--- config.mk ---
export PLATFORM = sky130hd
export DESIGN_NAME = pmc_power_mode_ctrl
export DESIGN_NICKNAME = d
export VERILOG_FILES = /design/src/pmc_pkg.sv /design/src/pmc_power_mode_ctrl.sv
export SDC_FILE = /design/constraint.sdc
export NUM_CORES = 1
export LEC_CHECK = 0
export ABC_CLOCK_PERIOD_IN_PS = 2400
export BUFFER_PORTS_ARGS = -buffer_cell sky130_fd_sc_hd__buf_2
export CELL_PAD_IN_SITES_DETAIL_PLACEMENT = 0
export CELL_PAD_IN_SITES_GLOBAL_PLACEMENT = 1
export CORE_MARGIN = 2
export CORE_UTILIZATION = 37
export DETAILED_ROUTE_END_ITERATION = 6
export PLACE_DENSITY = 0.86
export REMOVE_ABC_BUFFERS = 1
export SETUP_SLACK_MARGIN = 0.2
export SLEW_MARGIN = 20
export SYNTH_ARGS = -nofsm -noshare
export SYNTH_HDL_FRONTEND = slang
export SYNTH_SLANG_ARGS = --single-unit
--- constraint.sdc ---
create_clock -name pclk -period 2.4 [get_ports pclk]
set_input_delay 0.24 -clock pclk [delete_from_list [all_inputs] [get_ports pclk]]
set_output_delay 0.24 -clock pclk [all_outputs]
set_load 0.02 [all_outputs]
--- src/pmc_pkg.sv ---
// Constants, types and decode tables for the power mode control registers.
// Assumes one 25 MHz clock; a wait "state" is one clock cycle.
//
// How it works
// - Reset loads 0x07 and 0xF0 into registers
// - Standby bit 0: sleep or subsleep
// - Standby bit 1: standby/watch, or watch
// - Wait code picks 8192..131072, 2, 8, 16
// - Hold CPU and peripherals for wait
// - Low-speed bit picks clock after watch
// - First register bit 2 reads one
// - Medium divider field: 16, 32, 64, 128
// - Second register bits 7..5 read one
// - Noise bit: sample watch clock /16 or /4
// - Direct off: sleep enters a low-power mode, but standby with low speed stays active
// - Direct from high: medium or subactive
// - Direct from medium: high or subactive
// - Direct from subactive: high or medium
// - Medium bit picks mode after wake
// - Subactive divider field: /8, /4, /2
// - Subactive divider locked while in subactive
// - Watch-select bit splits standby from watch
package pmc_pkg;

    // ========================================================
    // Bus and register map
    localparam int          PMC_ADDR_W    = 20;      // Byte address width
    localparam logic [15:0] PMC_IDX_A     = 16'hFFF0; // Index, first reg
    localparam logic [15:0] PMC_IDX_B     = 16'hFFF1; // Index, second reg
    localparam logic [7:0]  PMC_RST_A     = 8'h07;   // Reset, first reg
    localparam logic [7:0]  PMC_RST_B     = 8'hF0;   // Reset, second reg
    localparam logic [7:0]  PMC_FIXED_A   = 8'h04;   // Bit 2 reads one
    localparam logic [7:0]  PMC_FIXED_B   = 8'hE0;   // Bits 7..5 read one

    // ========================================================
    // Field positions, first register
    localparam int PMC_A_DEEP_HALT_SELECT = 7;                   // Deep halt select
    localparam int PMC_A_STS  = 4;                   // Settle wait, LSB
    localparam int PMC_A_LOW_SPEED_SELECT = 3;                   // Low speed select
    localparam int PMC_A_MA   = 0;                   // Mid divider, LSB
    // Field positions, second register
    localparam int PMC_B_NES  = 4;                   // Noise filter rate
    localparam int PMC_B_DT   = 3;                   // Direct transfer
    localparam int PMC_B_MS   = 2;                   // Medium speed select
    localparam int PMC_B_SA   = 0;                   // Sub divider, LSB

    // ========================================================
    // Short settle waits in clock cycles
    localparam logic [17:0] PMC_WAIT_2  = 18'h00002; // Code 101
    localparam logic [17:0] PMC_WAIT_8  = 18'h00008; // Code 110
    localparam logic [17:0] PMC_WAIT_16 = 18'h00010; // Code 111

    // Divide ratios reported on the outputs
    localparam logic [7:0] PMC_DIV_16  = 8'h10;      // Medium /16
    localparam logic [7:0] PMC_DIV_32  = 8'h20;      // Medium /32
    localparam logic [7:0] PMC_DIV_64  = 8'h40;      // Medium /64
    localparam logic [7:0] PMC_DIV_128 = 8'h80;      // Medium /128
    localparam logic [3:0] PMC_SDIV_8  = 4'h8;       // Sub /8
    localparam logic [3:0] PMC_SDIV_4  = 4'h4;       // Sub /4
    localparam logic [3:0] PMC_SDIV_2  = 4'h2;       // Sub /2
    localparam logic [4:0] PMC_NDIV_16 = 5'h10;      // Noise /16
    localparam logic [4:0] PMC_NDIV_4  = 5'h04;      // Noise /4

    // ========================================================
    // Power modes; each sleep mode is one bit from its active mode
    typedef enum logic [3:0] {
        PMC_ACT_HIGH = 4'h0,                         // Active high speed
        PMC_SLP_HIGH = 4'h1,                         // Sleep high speed
        PMC_SETTLE   = 4'h3,                         // Oscillator wait
        PMC_STANDBY  = 4'h2,                         // Standby
        PMC_WATCH    = 4'h6,                         // Watch
        PMC_SUBACT   = 4'h7,                         // Subactive
        PMC_SUBSLP   = 4'h5,                         // Subsleep
        PMC_ACT_MED  = 4'h4,                         // Active medium
        PMC_SLP_MED  = 4'hC                          // Sleep medium
    } pmc_mode_t;

endpackage

--- src/pmc_power_mode_ctrl.sv ---
// Power mode control registers and the power mode sequencer.
// Assumes an APB3 master on pclk, a same-clock sleep strobe and wake
// request from the CPU core, and the timer A watch-select bit.
`timescale 1ns/1ps

module pmc_power_mode_ctrl
    import pmc_pkg::*;
#(
    parameter logic [17:0] WAIT_8K   = 18'd8192,    // Code 000 wait
    parameter logic [17:0] WAIT_16K  = 18'd16384,   // Code 001 wait
    parameter logic [17:0] WAIT_32K  = 18'd32768,   // Code 010 wait
    parameter logic [17:0] WAIT_64K  = 18'd65536,   // Code 011 wait
    parameter logic [17:0] WAIT_128K = 18'd131072   // Code 100 wait
)(
    input  wire logic                  pclk,            // System clock
    input  wire logic                  presetn,         // Async reset, low
    input  wire logic [PMC_ADDR_W-1:0] paddr,           // APB byte address
    input  wire logic                  psel,            // APB select
    input  wire logic                  penable,         // APB access phase
    input  wire logic                  pwrite,          // APB write
    input  wire logic [31:0]           pwdata,          // APB write data
    output logic      [31:0]           prdata,          // APB read data
    output logic                       pready,          // APB ready
    output logic                       pslverr,         // APB error
    input  wire logic                  sleep_strobe,    // Sleep executed
    input  wire logic                  wake_request,    // Accepted interrupt
    input  wire logic                  watch_select_bit, // Timer A select
    output logic      [3:0]            power_mode_q,    // Current mode
    output logic                       cpu_hold_q,      // CPU stopped
    output logic                       periph_hold_q,   // Peripherals held
    output logic                       osc_run_q,       // System osc on
    output logic                       cpu_on_subclk_q, // CPU on subclock
    output logic      [7:0]            mid_div_ratio_q, // Medium divide
    output logic      [3:0]            sub_div_ratio_q, // Subactive divide
    output logic      [4:0]            noise_div_q      // Watch sample div
);

    // ========================================================
    // Decode functions
    // Settle wait length for a wait code
    function automatic logic [17:0] wait_len(input logic [2:0] code);
        logic [17:0] n;
        n = PMC_WAIT_16;
        unique case (code)
            3'b000:  n = WAIT_8K;
            3'b001:  n = WAIT_16K;
            3'b010:  n = WAIT_32K;
            3'b011:  n = WAIT_64K;
            3'b100:  n = WAIT_128K;
            3'b101:  n = PMC_WAIT_2;   // External clock input mode
            3'b110:  n = PMC_WAIT_8;
            3'b111:  n = PMC_WAIT_16;
        endcase
        return n;
    endfunction

    // True for either active mode
    function automatic logic is_active(input pmc_mode_t m);
        return (m == PMC_ACT_HIGH) || (m == PMC_ACT_MED);
    endfunction

    // ========================================================
    // Register fields
    logic        deep_halt_select_q;        // Deep halt select
    logic [2:0]  sts_q;         // Settle wait code
    logic        low_speed_select_q;        // Low speed select
    logic [1:0]  ma_q;          // Mid divider code
    logic        noise_filter_rate_q;       // Noise filter rate
    logic        direct_transfer_enable_q;        // Direct transfer enable
    logic        medium_speed_select_q;        // Medium speed select
    logic [1:0]  sa_q;          // Sub divider code
    pmc_mode_t   mode_q;        // Sequencer state
    pmc_mode_t   mode_d;        // Next sequencer state
    logic [17:0] cnt_q;         // Settle cycles left
    logic [17:0] cnt_d;         // Next settle count

    // ========================================================
    // APB decode
    wire         hit_a    = (paddr[PMC_ADDR_W-1:2] == {2'b00, PMC_IDX_A});
    wire         hit_b    = (paddr[PMC_ADDR_W-1:2] == {2'b00, PMC_IDX_B});
    wire         hit      = hit_a || hit_b;
    wire         setup    = psel && !penable;
    wire         commit   = psel && penable && pready && pwrite && hit;
    wire         wr_a     = commit && hit_a;
    wire         wr_b     = commit && hit_b;
    // Divider code is frozen while the CPU runs from it
    wire         sa_lock  = (mode_q == PMC_SUBACT);
    wire [7:0]   rd_a     = {deep_halt_select_q, sts_q, low_speed_select_q, 1'b0, ma_q}
                            | PMC_FIXED_A;
    wire [7:0]   rd_b     = {3'b000, noise_filter_rate_q, direct_transfer_enable_q, medium_speed_select_q, sa_q}
                            | PMC_FIXED_B;
    wire [7:0]   rd_byte  = hit_a ? rd_a : (hit_b ? rd_b : 8'h00);

    // ========================================================
    // Bus answer: one access cycle, every answer from a flop
    always_ff @(posedge pclk or negedge presetn)
    begin
        if (!presetn)
        begin
            pready  <= 1'b0;
            pslverr <= 1'b0;
            prdata  <= 32'h0000_0000;
        end
        else
        begin
            pready  <= setup;
            pslverr <= setup && !hit;   // Unmapped address errors
            if (setup)
            begin
                prdata <= {24'h00_0000, rd_byte};
            end
        end
    end

    // ========================================================
    // Register writes; reserved bits have no storage
    always_ff @(posedge pclk or negedge presetn)
    begin
        if (!presetn)
        begin
            deep_halt_select_q  <= PMC_RST_A[PMC_A_DEEP_HALT_SELECT];
            sts_q   <= PMC_RST_A[PMC_A_STS +: 3];
            low_speed_select_q  <= PMC_RST_A[PMC_A_LOW_SPEED_SELECT];
            ma_q    <= PMC_RST_A[PMC_A_MA +: 2];
            noise_filter_rate_q <= PMC_RST_B[PMC_B_NES];
            direct_transfer_enable_q  <= PMC_RST_B[PMC_B_DT];
            medium_speed_select_q  <= PMC_RST_B[PMC_B_MS];
            sa_q    <= PMC_RST_B[PMC_B_SA +: 2];
        end
        else
        begin
            if (wr_a)
            begin
                deep_halt_select_q <= pwdata[PMC_A_DEEP_HALT_SELECT];
                sts_q  <= pwdata[PMC_A_STS +: 3];
                low_speed_select_q <= pwdata[PMC_A_LOW_SPEED_SELECT];
                ma_q   <= pwdata[PMC_A_MA +: 2];
            end
            if (wr_b)
            begin
                noise_filter_rate_q <= pwdata[PMC_B_NES];
                direct_transfer_enable_q  <= pwdata[PMC_B_DT];
                medium_speed_select_q  <= pwdata[PMC_B_MS];
                if (!sa_lock)
                begin
                    sa_q <= pwdata[PMC_B_SA +: 2];
                end
            end
        end
    end

    // ========================================================
    // Sleep decode; bits are those present in the strobe cycle
    wire deep_sel   = deep_halt_select_q && watch_select_bit;
    wire stby_sel   = deep_halt_select_q && !watch_select_bit && !low_speed_select_q;
    wire to_sub_dir = deep_sel && low_speed_select_q;
    pmc_mode_t act_tgt;     // Active mode chosen by the medium bit
    pmc_mode_t slp_tgt;     // Sleep mode chosen by the medium bit
    pmc_mode_t plain_tgt;   // Target from active, direct off
    assign act_tgt = medium_speed_select_q ? PMC_ACT_MED : PMC_ACT_HIGH;
    assign slp_tgt = medium_speed_select_q ? PMC_SLP_MED : PMC_SLP_HIGH;
    // Standby with low speed set is undefined; the CPU stays active
    assign plain_tgt = !deep_halt_select_q  ? slp_tgt :
                       deep_sel ? PMC_WATCH :
                       stby_sel ? PMC_STANDBY : mode_q;

    // ========================================================
    // Mode sequencer next state
    always_comb
    begin
        mode_d = mode_q;
        cnt_d  = (cnt_q != 18'h00000) ? cnt_q - 18'h00001 : cnt_q;
        unique case (mode_q)
            PMC_ACT_HIGH:
            begin
                if (sleep_strobe)
                begin
                    if (direct_transfer_enable_q && !deep_halt_select_q && medium_speed_select_q && !low_speed_select_q)
                        mode_d = PMC_ACT_MED;
                    else if (direct_transfer_enable_q && to_sub_dir)
                        mode_d = PMC_SUBACT;
                    else
                        mode_d = plain_tgt;
                end
            end
            PMC_ACT_MED:
            begin
                if (sleep_strobe)
                begin
                    if (direct_transfer_enable_q && !deep_halt_select_q && !medium_speed_select_q && !low_speed_select_q)
                        mode_d = PMC_ACT_HIGH;
                    else if (direct_transfer_enable_q && to_sub_dir)
                        mode_d = PMC_SUBACT;
                    else
                        mode_d = plain_tgt;
                end
            end
            PMC_SUBACT:
            begin
                if (sleep_strobe)
                begin
                    if (direct_transfer_enable_q && deep_sel && !low_speed_select_q)
                        mode_d = act_tgt;
                    else if (deep_halt_select_q)
                        mode_d = PMC_WATCH;
                    else
                        mode_d = PMC_SUBSLP;
                end
            end
            PMC_SLP_HIGH, PMC_SLP_MED:
            begin
                // Sleep keeps the oscillator, so wake is immediate
                if (wake_request)
                    mode_d = (mode_q == PMC_SLP_MED) ? PMC_ACT_MED
                                                     : PMC_ACT_HIGH;
            end
            PMC_SUBSLP:
            begin
                if (wake_request)
                    mode_d = PMC_SUBACT;
            end
            PMC_STANDBY:
            begin
                if (wake_request)
                begin
                    mode_d = PMC_SETTLE;
                    cnt_d  = wait_len(sts_q) - 18'h00001;
                end
            end
            PMC_WATCH:
            begin
                if (wake_request && low_speed_select_q)
                    mode_d = PMC_SUBACT;
                else if (wake_request)
                begin
                    mode_d = PMC_SETTLE;
                    cnt_d  = wait_len(sts_q) - 18'h00001;
                end
            end
            PMC_SETTLE:
            begin
                // CPU and peripherals stay held until the count ends
                if (cnt_q == 18'h00000)
                    mode_d = act_tgt;
            end
            default:
            begin
                mode_d = PMC_ACT_HIGH;
                cnt_d  = 18'h00000;
            end
        endcase
    end

    // ========================================================
    // Status outputs derived from the next mode and the register fields
    wire sub_d  = (mode_d == PMC_SUBACT) || (mode_d == PMC_SUBSLP);
    wire stop_d = (mode_d == PMC_STANDBY) || (mode_d == PMC_WATCH);
    wire halt_d = !is_active(mode_d) && (mode_d != PMC_SUBACT);
    wire [7:0] mid_d = (ma_q == 2'b00) ? PMC_DIV_16 :
                       (ma_q == 2'b01) ? PMC_DIV_32 :
                       (ma_q == 2'b10) ? PMC_DIV_64 : PMC_DIV_128;
    wire [3:0] sdiv_d = sa_q[1] ? PMC_SDIV_2 :
                        (sa_q[0] ? PMC_SDIV_4 : PMC_SDIV_8);
    wire [4:0] ndiv_d = noise_filter_rate_q ? PMC_NDIV_4 : PMC_NDIV_16;

    // ========================================================
    // Sequencer state and registered outputs
    always_ff @(posedge pclk or negedge presetn)
    begin
        if (!presetn)
        begin
            mode_q          <= PMC_ACT_HIGH;
            cnt_q           <= 18'h00000;
            power_mode_q    <= PMC_ACT_HIGH;
            cpu_hold_q      <= 1'b0;
            periph_hold_q   <= 1'b0;
            osc_run_q       <= 1'b1;
            cpu_on_subclk_q <= 1'b0;
            mid_div_ratio_q <= PMC_DIV_128;
            sub_div_ratio_q <= PMC_SDIV_8;
            noise_div_q     <= PMC_NDIV_4;
        end
        else
        begin
            mode_q          <= mode_d;
            cnt_q           <= cnt_d;
            power_mode_q    <= mode_d;
            cpu_hold_q      <= halt_d;
            periph_hold_q   <= stop_d || (mode_d == PMC_SETTLE);
            osc_run_q       <= !stop_d && !sub_d;
            cpu_on_subclk_q <= sub_d;
            mid_div_ratio_q <= mid_d;
            sub_div_ratio_q <= sdiv_d;
            noise_div_q     <= ndiv_d;
        end
    end
endmodule // pmc_power_mode_ctrl

# Word level (Yosys, flattened, before mapping)

Memories as Yosys holds them, arrays and structs flattened.
Cells that the tools add are included.

Bits in registers: 65
ROM bits: 128
Input port bits: 60
Output and inout port bits: 59
Word-level logic and storage cells: 128
Memories kept: 2

Memories:

| memory           | depth | width | read ports | clocked after Yosys merged registers in | wr ports | RTL line                  | text |
|---|---|---|---|---|---|---|---|
| (name not given) | 8     | 8     | 1          | 0                                       | 0        | pmc_power_mode_ctrl.sv:44 | `unique case (code)` |
| (name not given) | 8     | 8     | 1          | 0                                       | 0        | pmc_power_mode_ctrl.sv:44 |  |

Add/sub/neg operators: 3
Eq/ne operators: 19
Muxes and demuxes: 38
Bitwise gates (word level): 1
Reductions and logical operators: 45

Operators by type and width:

| kind                                                                    | count |
|---|---|
| 18-bit 2-to-1 mux                                                       | 9 |
| 4-bit 2-to-1 mux                                                        | 17 |
| 18-bit one-hot mux with 3 select lines                                  | 1 |
| 18-bit by 1-bit subtractor with 18-bit output, second input constant    | 3 |
| 8-bit 2-to-1 mux                                                        | 5 |
| 18-bit by 16-bit == test with 1-bit output, second input constant       | 2 |
| 4-bit by 3-bit == test with 1-bit output, second input constant         | 8 |
| 4-bit one-hot mux with 8 select lines                                   | 1 |
| 1-bit logical AND                                                       | 23 |
| 18-bit zero test                                                        | 1 |
| 18-bit nonzero test                                                     | 1 |
| 4-bit by 2-bit == test with 1-bit output, second input constant         | 4 |
| 1-bit zero test                                                         | 9 |
| 3-bit 2-to-1 mux                                                        | 3 |
| 4-bit zero test                                                         | 2 |
| 7-bit OR reduction                                                      | 1 |
| 1-bit logical OR                                                        | 5 |
| 5-bit 2-to-1 mux                                                        | 1 |
| 4-bit by 1-bit == test with 1-bit output, second input constant         | 1 |
| 4-bit == test, second input constant                                    | 1 |
| 4-bit by 3-bit inequality test with 1-bit output, second input constant | 1 |
| 2-bit by 1-bit == test with 1-bit output, second input constant         | 1 |
| 2-bit == test, second input constant                                    | 1 |
| 2-bit zero test                                                         | 1 |
| 4 further kinds                                                         | 4 |

# Longest topological paths before layout

Depth after elaboration: 14
Gate-level depth with buffers: 10
Mapped depth without buffers: 10

# Least setup slack after synthesis

Ideal clock, no wire load.

Kind: reg-to-reg
Start point: register cnt_q[0]
End point: register cpu_hold_q
Library setup time: 0.133 ns
Arrival: 2.035 ns
Slack: 0.232 ns
Cell stages (with the launch flop): 9
Path buffers: 0
Period minus slack after synthesis: 2.168 ns
Path through: dfrtp_1 > inv_1 > ha_1 > nor2b_1 > nand4_1 > or3_4 > a221oi_4 > and2_1 > a22oi_1

Word-level cells in the longest chain between the ends: 7
Elaborated cells on any way between the ends: 9

Ends and longest elaborated chain:

| what                                                                        | RTL line                   | text |
|---|---|---|
| start: declaration                                                          | pmc_power_mode_ctrl.sv:74  | `logic [17:0] cnt_q;` |
| start signal: assignment                                                    | pmc_power_mode_ctrl.sv:286 | `cnt_q <= cnt_d;` |
| 18-bit zero test *                                                          | pmc_power_mode_ctrl.sv:243 | `if (cnt_q == 18'h00000)` |
| 4-bit 2-to-1 mux *                                                          | pmc_power_mode_ctrl.sv:243 |  |
| 4-bit one-hot mux with 8 select lines *                                     | pmc_power_mode_ctrl.sv:173 | `unique case (mode_q)` |
| 4-bit by 3-bit == test with 1-bit output or 4-bit zero test (tied branches) | pmc_power_mode_ctrl.sv:59  | `return (m == PMC_ACT_HIGH) \|\| (m == PMC_ACT_MED);` |
| 1-bit logical OR                                                            | pmc_power_mode_ctrl.sv:59  |  |
| 1-bit zero test                                                             | pmc_power_mode_ctrl.sv:258 | `wire halt_d = !is_active(mode_d) && (mode_d != PMC_SUBACT);` |
| 1-bit logical AND *                                                         | pmc_power_mode_ctrl.sv:258 |  |
| net halt_d                                                                  | pmc_power_mode_ctrl.sv:258 |  |
| end signal: assignment                                                      | pmc_power_mode_ctrl.sv:288 | `cpu_hold_q <= halt_d;` |
| end: declaration                                                            | pmc_power_mode_ctrl.sv:29  | `output logic cpu_hold_q,` |

Mark *: on every way through the listed nets, which the timed path passes. The rest lies on a longest branch.
A chain may end at the register's enable or synchronous reset.

# Final worst setup path

Start point: register cnt_q[2]
End point: register cpu_hold_q

The elaborated chain is that of the path after synthesis.

==> run_results.csv <==
group,metric,value,unit
drt,drc,0,
timing,fin_worst_skew,0.00868,ns
synth,syn_avg_cell_area,9.69,um^2
timing,maxSlewHeadroom,0.597,
critical_path,worstPathRequired,2.61,ns
synth,async_reset_ff_frac,1.00,
status,status,"finished clean",
synth,syn_area,3220,um^2
grt,globalRouteTotalUtil,0.153,
synth,yosysWarningCount,0,
clock_tree,cts_max_level,3,
floorplan,die_w,97.3,um
clock_tree,clk-insertion-delay-late,0.34,ns
grt,grt_pass1_vias,2511,
final_layout,antenna_cells,0,
drt,first_pass_iters,5,
synth,synth_top_area_cell,"dfrtp_1",
timing,rsz0062_at_grt,"false",
drt,drtIter0Drc,173,
synth,ys_ff_latch,57,
grt,grt_start_max_net_pins,58,
drt,antenna_left,0,
clock_tree,cts_tree,"done",
critical_path,r2r_cells,5,
place,port_buffers,60,
critical_path,r2r_start,"cnt_q[2]",
power,vdd_drop_max,0.000601,V
synth,synth-simple-area-share,0.194,
synth,synth_ff_type,"dfrtp_1",
critical_path,reg2reg_to,"cpu_hold_q",
grt,antenna_found_initial,0,
place,dpl_cell_area,3530,um^2
floorplan,die_area,9460,um^2
floorplan,fp.coreArea,8590,um^2
clock_tree,cts_made_buffers,9,
clock_tree,clkSlewWorstSetupHoldPaths,0.07,ns
clock_tree,cts.sinks,57,
final_layout,final_area,3850,um^2
drt,wirelength,7060,um
synth,synth_area_leaders,"dfrtp_1 39%, buf_4 7.5%, dfstp_2 5.7%, nand2_1 3.3%, mux2_2 3.1%",
synth,synth_edf_count,0,
timing,fmax,0.464,GHz
timing,hold_viol,0,
clock_tree,cts.path.max_buffers,2,
critical_path,endpoint,"cpu_hold_q",
timing,worst_pin_slew,0.600,ns
power,p_leak,0.00176,uW
critical_path,cp_cell_sequence,"or4_4 > or3_4 > a221oi_4 > and2_4 > a22oi_1",
floorplan,start_util,0.374,
synth,synthMuxAreaShare,0.0533,
drt,detail_route.wl_per_cell,13.5,um
timing,final-max-slew-violation-count,0,
drt,vias,2617,
drt,avgViaCountPerCell,5.02,
critical_path,startpoint,"cnt_q[2]",
synth,synth-adder-area-share,0.0194,
timing,post-route-period-util,0.897,
timing,fin_hold_ws,0.117,ns
place,gp_congestion,0.892,
synth,synth_xor_area_frac,0.0327,
synth,yosysSeqAreaShare,0.446,
synth,syn_inst,332,
critical_path,cp_max_fo,6,
synth,synth_compound_area_frac,0.141,
floorplan,num_rows,34,
critical_path,r2r_slack,0.25,ns
synth,synth_top_area_frac,0.389,
flow_run,cap_violations,0,
power,pwr_density_cell,934,nW/um^2
final_layout,area_growth,19.8,%
worst_hold_path,hold_class,"in2reg",
critical_path,crit_path_start_kind,"register",
critical_path,critical_path.slowest_cell,"or4_4",
synth,synth_top_family_by_area,"simple AND/OR/NAND/NOR gates",
final_layout,drive_above_1_share,0.305,
timing,setup_viol,0,
critical_path,slowest_delay,0.59,ns
grt,overflow,0,
timing,tns,0,ns
floorplan,io_pins,119,
grt,grt_pass1_wl,11700,um
timing,min_period,2.15,ns
clock_tree,clockRootBuffer,"clkbuf_8",
critical_path,path_class,"reg2reg",
floorplan,die_h,97.3,um
final_layout,fin_nets,473,
place,hpwl,5050,um
critical_path,cp.arrival,2.36,ns
critical_path,end_kind,"register",
synth,yosys.cell_types.count,55,
==> cell usage after synthesis, types with 8 or more instances <==
cell / n
a21oi_1: 17
buf_4: 32
dfrtp_1: 50
inv_1: 16
mux2_2: 9
nand2_1: 28
nand3_1: 12
nor2_1: 27
nor2b_1: 8
nor3_1: 8
o21ai_0: 13
o31ai_1: 8
==> placed cells by master (no fill, tap or decap), drive strengths merged, types with 2 or more instances in the layout <==
| master | instances |
|---|---|
| nor2 | 28 |
| ha | 5 |
| nand3 | 12 |
| nor3b | 2 |
| nand2b | 4 |
| o21a | 3 |
| o31ai | 8 |
| o21ai | 14 |
| and3 | 2 |
| nor2b | 8 |
| o211ai | 2 |
| and2 | 4 |
| nand2 | 28 |
| o22a | 2 |
| clkinvlp | 3 |
| buf | 75 |
| a221oi | 2 |
| inv | 18 |
| a41oi | 3 |
| nor3 | 11 |
| or4 | 2 |
| mux2 | 9 |
| nor4 | 4 |
| mux2i | 7 |
| conb | 32 |
| o22ai | 7 |
| dfstp | 7 |
| dfrtp | 50 |
| or3 | 3 |
| xor2 | 6 |
| nand4 | 5 |
| xnor2 | 6 |
| a21oi | 17 |
| clkbuf | 9 |
==> worst max-delay path, delay by kind of cell (launching register included) <==
family / cells / cell delay (ns)
flops: 1 / 0.42
compound gates: 2 / 0.41
simple gates: 3 / 1.19
==> power breakdown <==
part	switching, uW	total, uW	internal (uW)
Combinational	708	1270	558
Sequential	255	1420	1160
Clock	428	915	487
==> through the flow <==
stage | total power, uW | setup WS [ns] | std cells | utilization
after floorplan | 2160 | 0.232 | 321 | -
after global placement | 2470 | 0.154 | 496 | 0.411
after detailed placement | 2520 | 0.149 | 496 | 0.411
after CTS | 3470 | 0.211 | 513 | 0.438
after global routing | 3840 | 0.180 | 521 | 0.449
final | 3600 | 0.246 | 521 | 0.449
==> kinds of logic (layout without fill, tap and decap cells) <==
group | Yosys count | after routing
flops | 57 | 57
other cells | 1 | 32
simple gates | 116 | 116
xor+xnor | 12 | 12
fa+ha+maj | 5 | 5
compound gates | 67 | 67
mux | 16 | 16
buf+inv | 58 | 108
==> timing repair <==
item,4_1_cts,5_1_grt
gates resized for setup,4,9
buffers inserted,0,8
hold buffers,1,0
pin swaps,0,6
endpoints found under the setup margin,4,6
endpoints found under the hold margin,50,0
==> final cells by class <==
cell class | instances | area [um^2]
inverters | 16 | 60.1
well taps | 108 | 135
clock buffers | 9 | 124
multi-input cells | 248 | 1580
repair buffers | 76 | 435
clock inverters | 7 | 78.8
flip-flops and latches | 57 | 1440
fillers | 856 | 4740
==> worst min-delay path by stage <==
stage	start	endpoint	slack, ns	cells past startpoint
floorplan	presetn	cnt_q[0]	-0.06	0
global placement	presetn	mid_div_ratio_q[4]	0.26	2
detailed placement	presetn	mid_div_ratio_q[4]	0.27	2
CTS	pwdata[3]	low_speed_select_q	0.10	3
global route	pwdata[2]	medium_speed_select_q	0.12	2
finish	pwdata[5]	sts_q[1]	0.12	3
==> registers in the layout (all words and copies together) (netlist names), 2 cells and up <==
name             count
sub_div_ratio_q      3
prdata               8
cnt_q               18
sts_q                3
noise_div_q          2
sa_q                 2
mode_q               4
mid_div_ratio_q      4
ma_q                 2
==> layer usage <==
layer,up-vias,part of all wire,GRT usage
met5,-,0,0
met3,10,0.043,0.0367
met1,1274,0.45,0.203
met4,0,0.016,0.0598
met2,66,0.50,0.244
li1,1267,-,-
(Power assumes the default switching activity.)
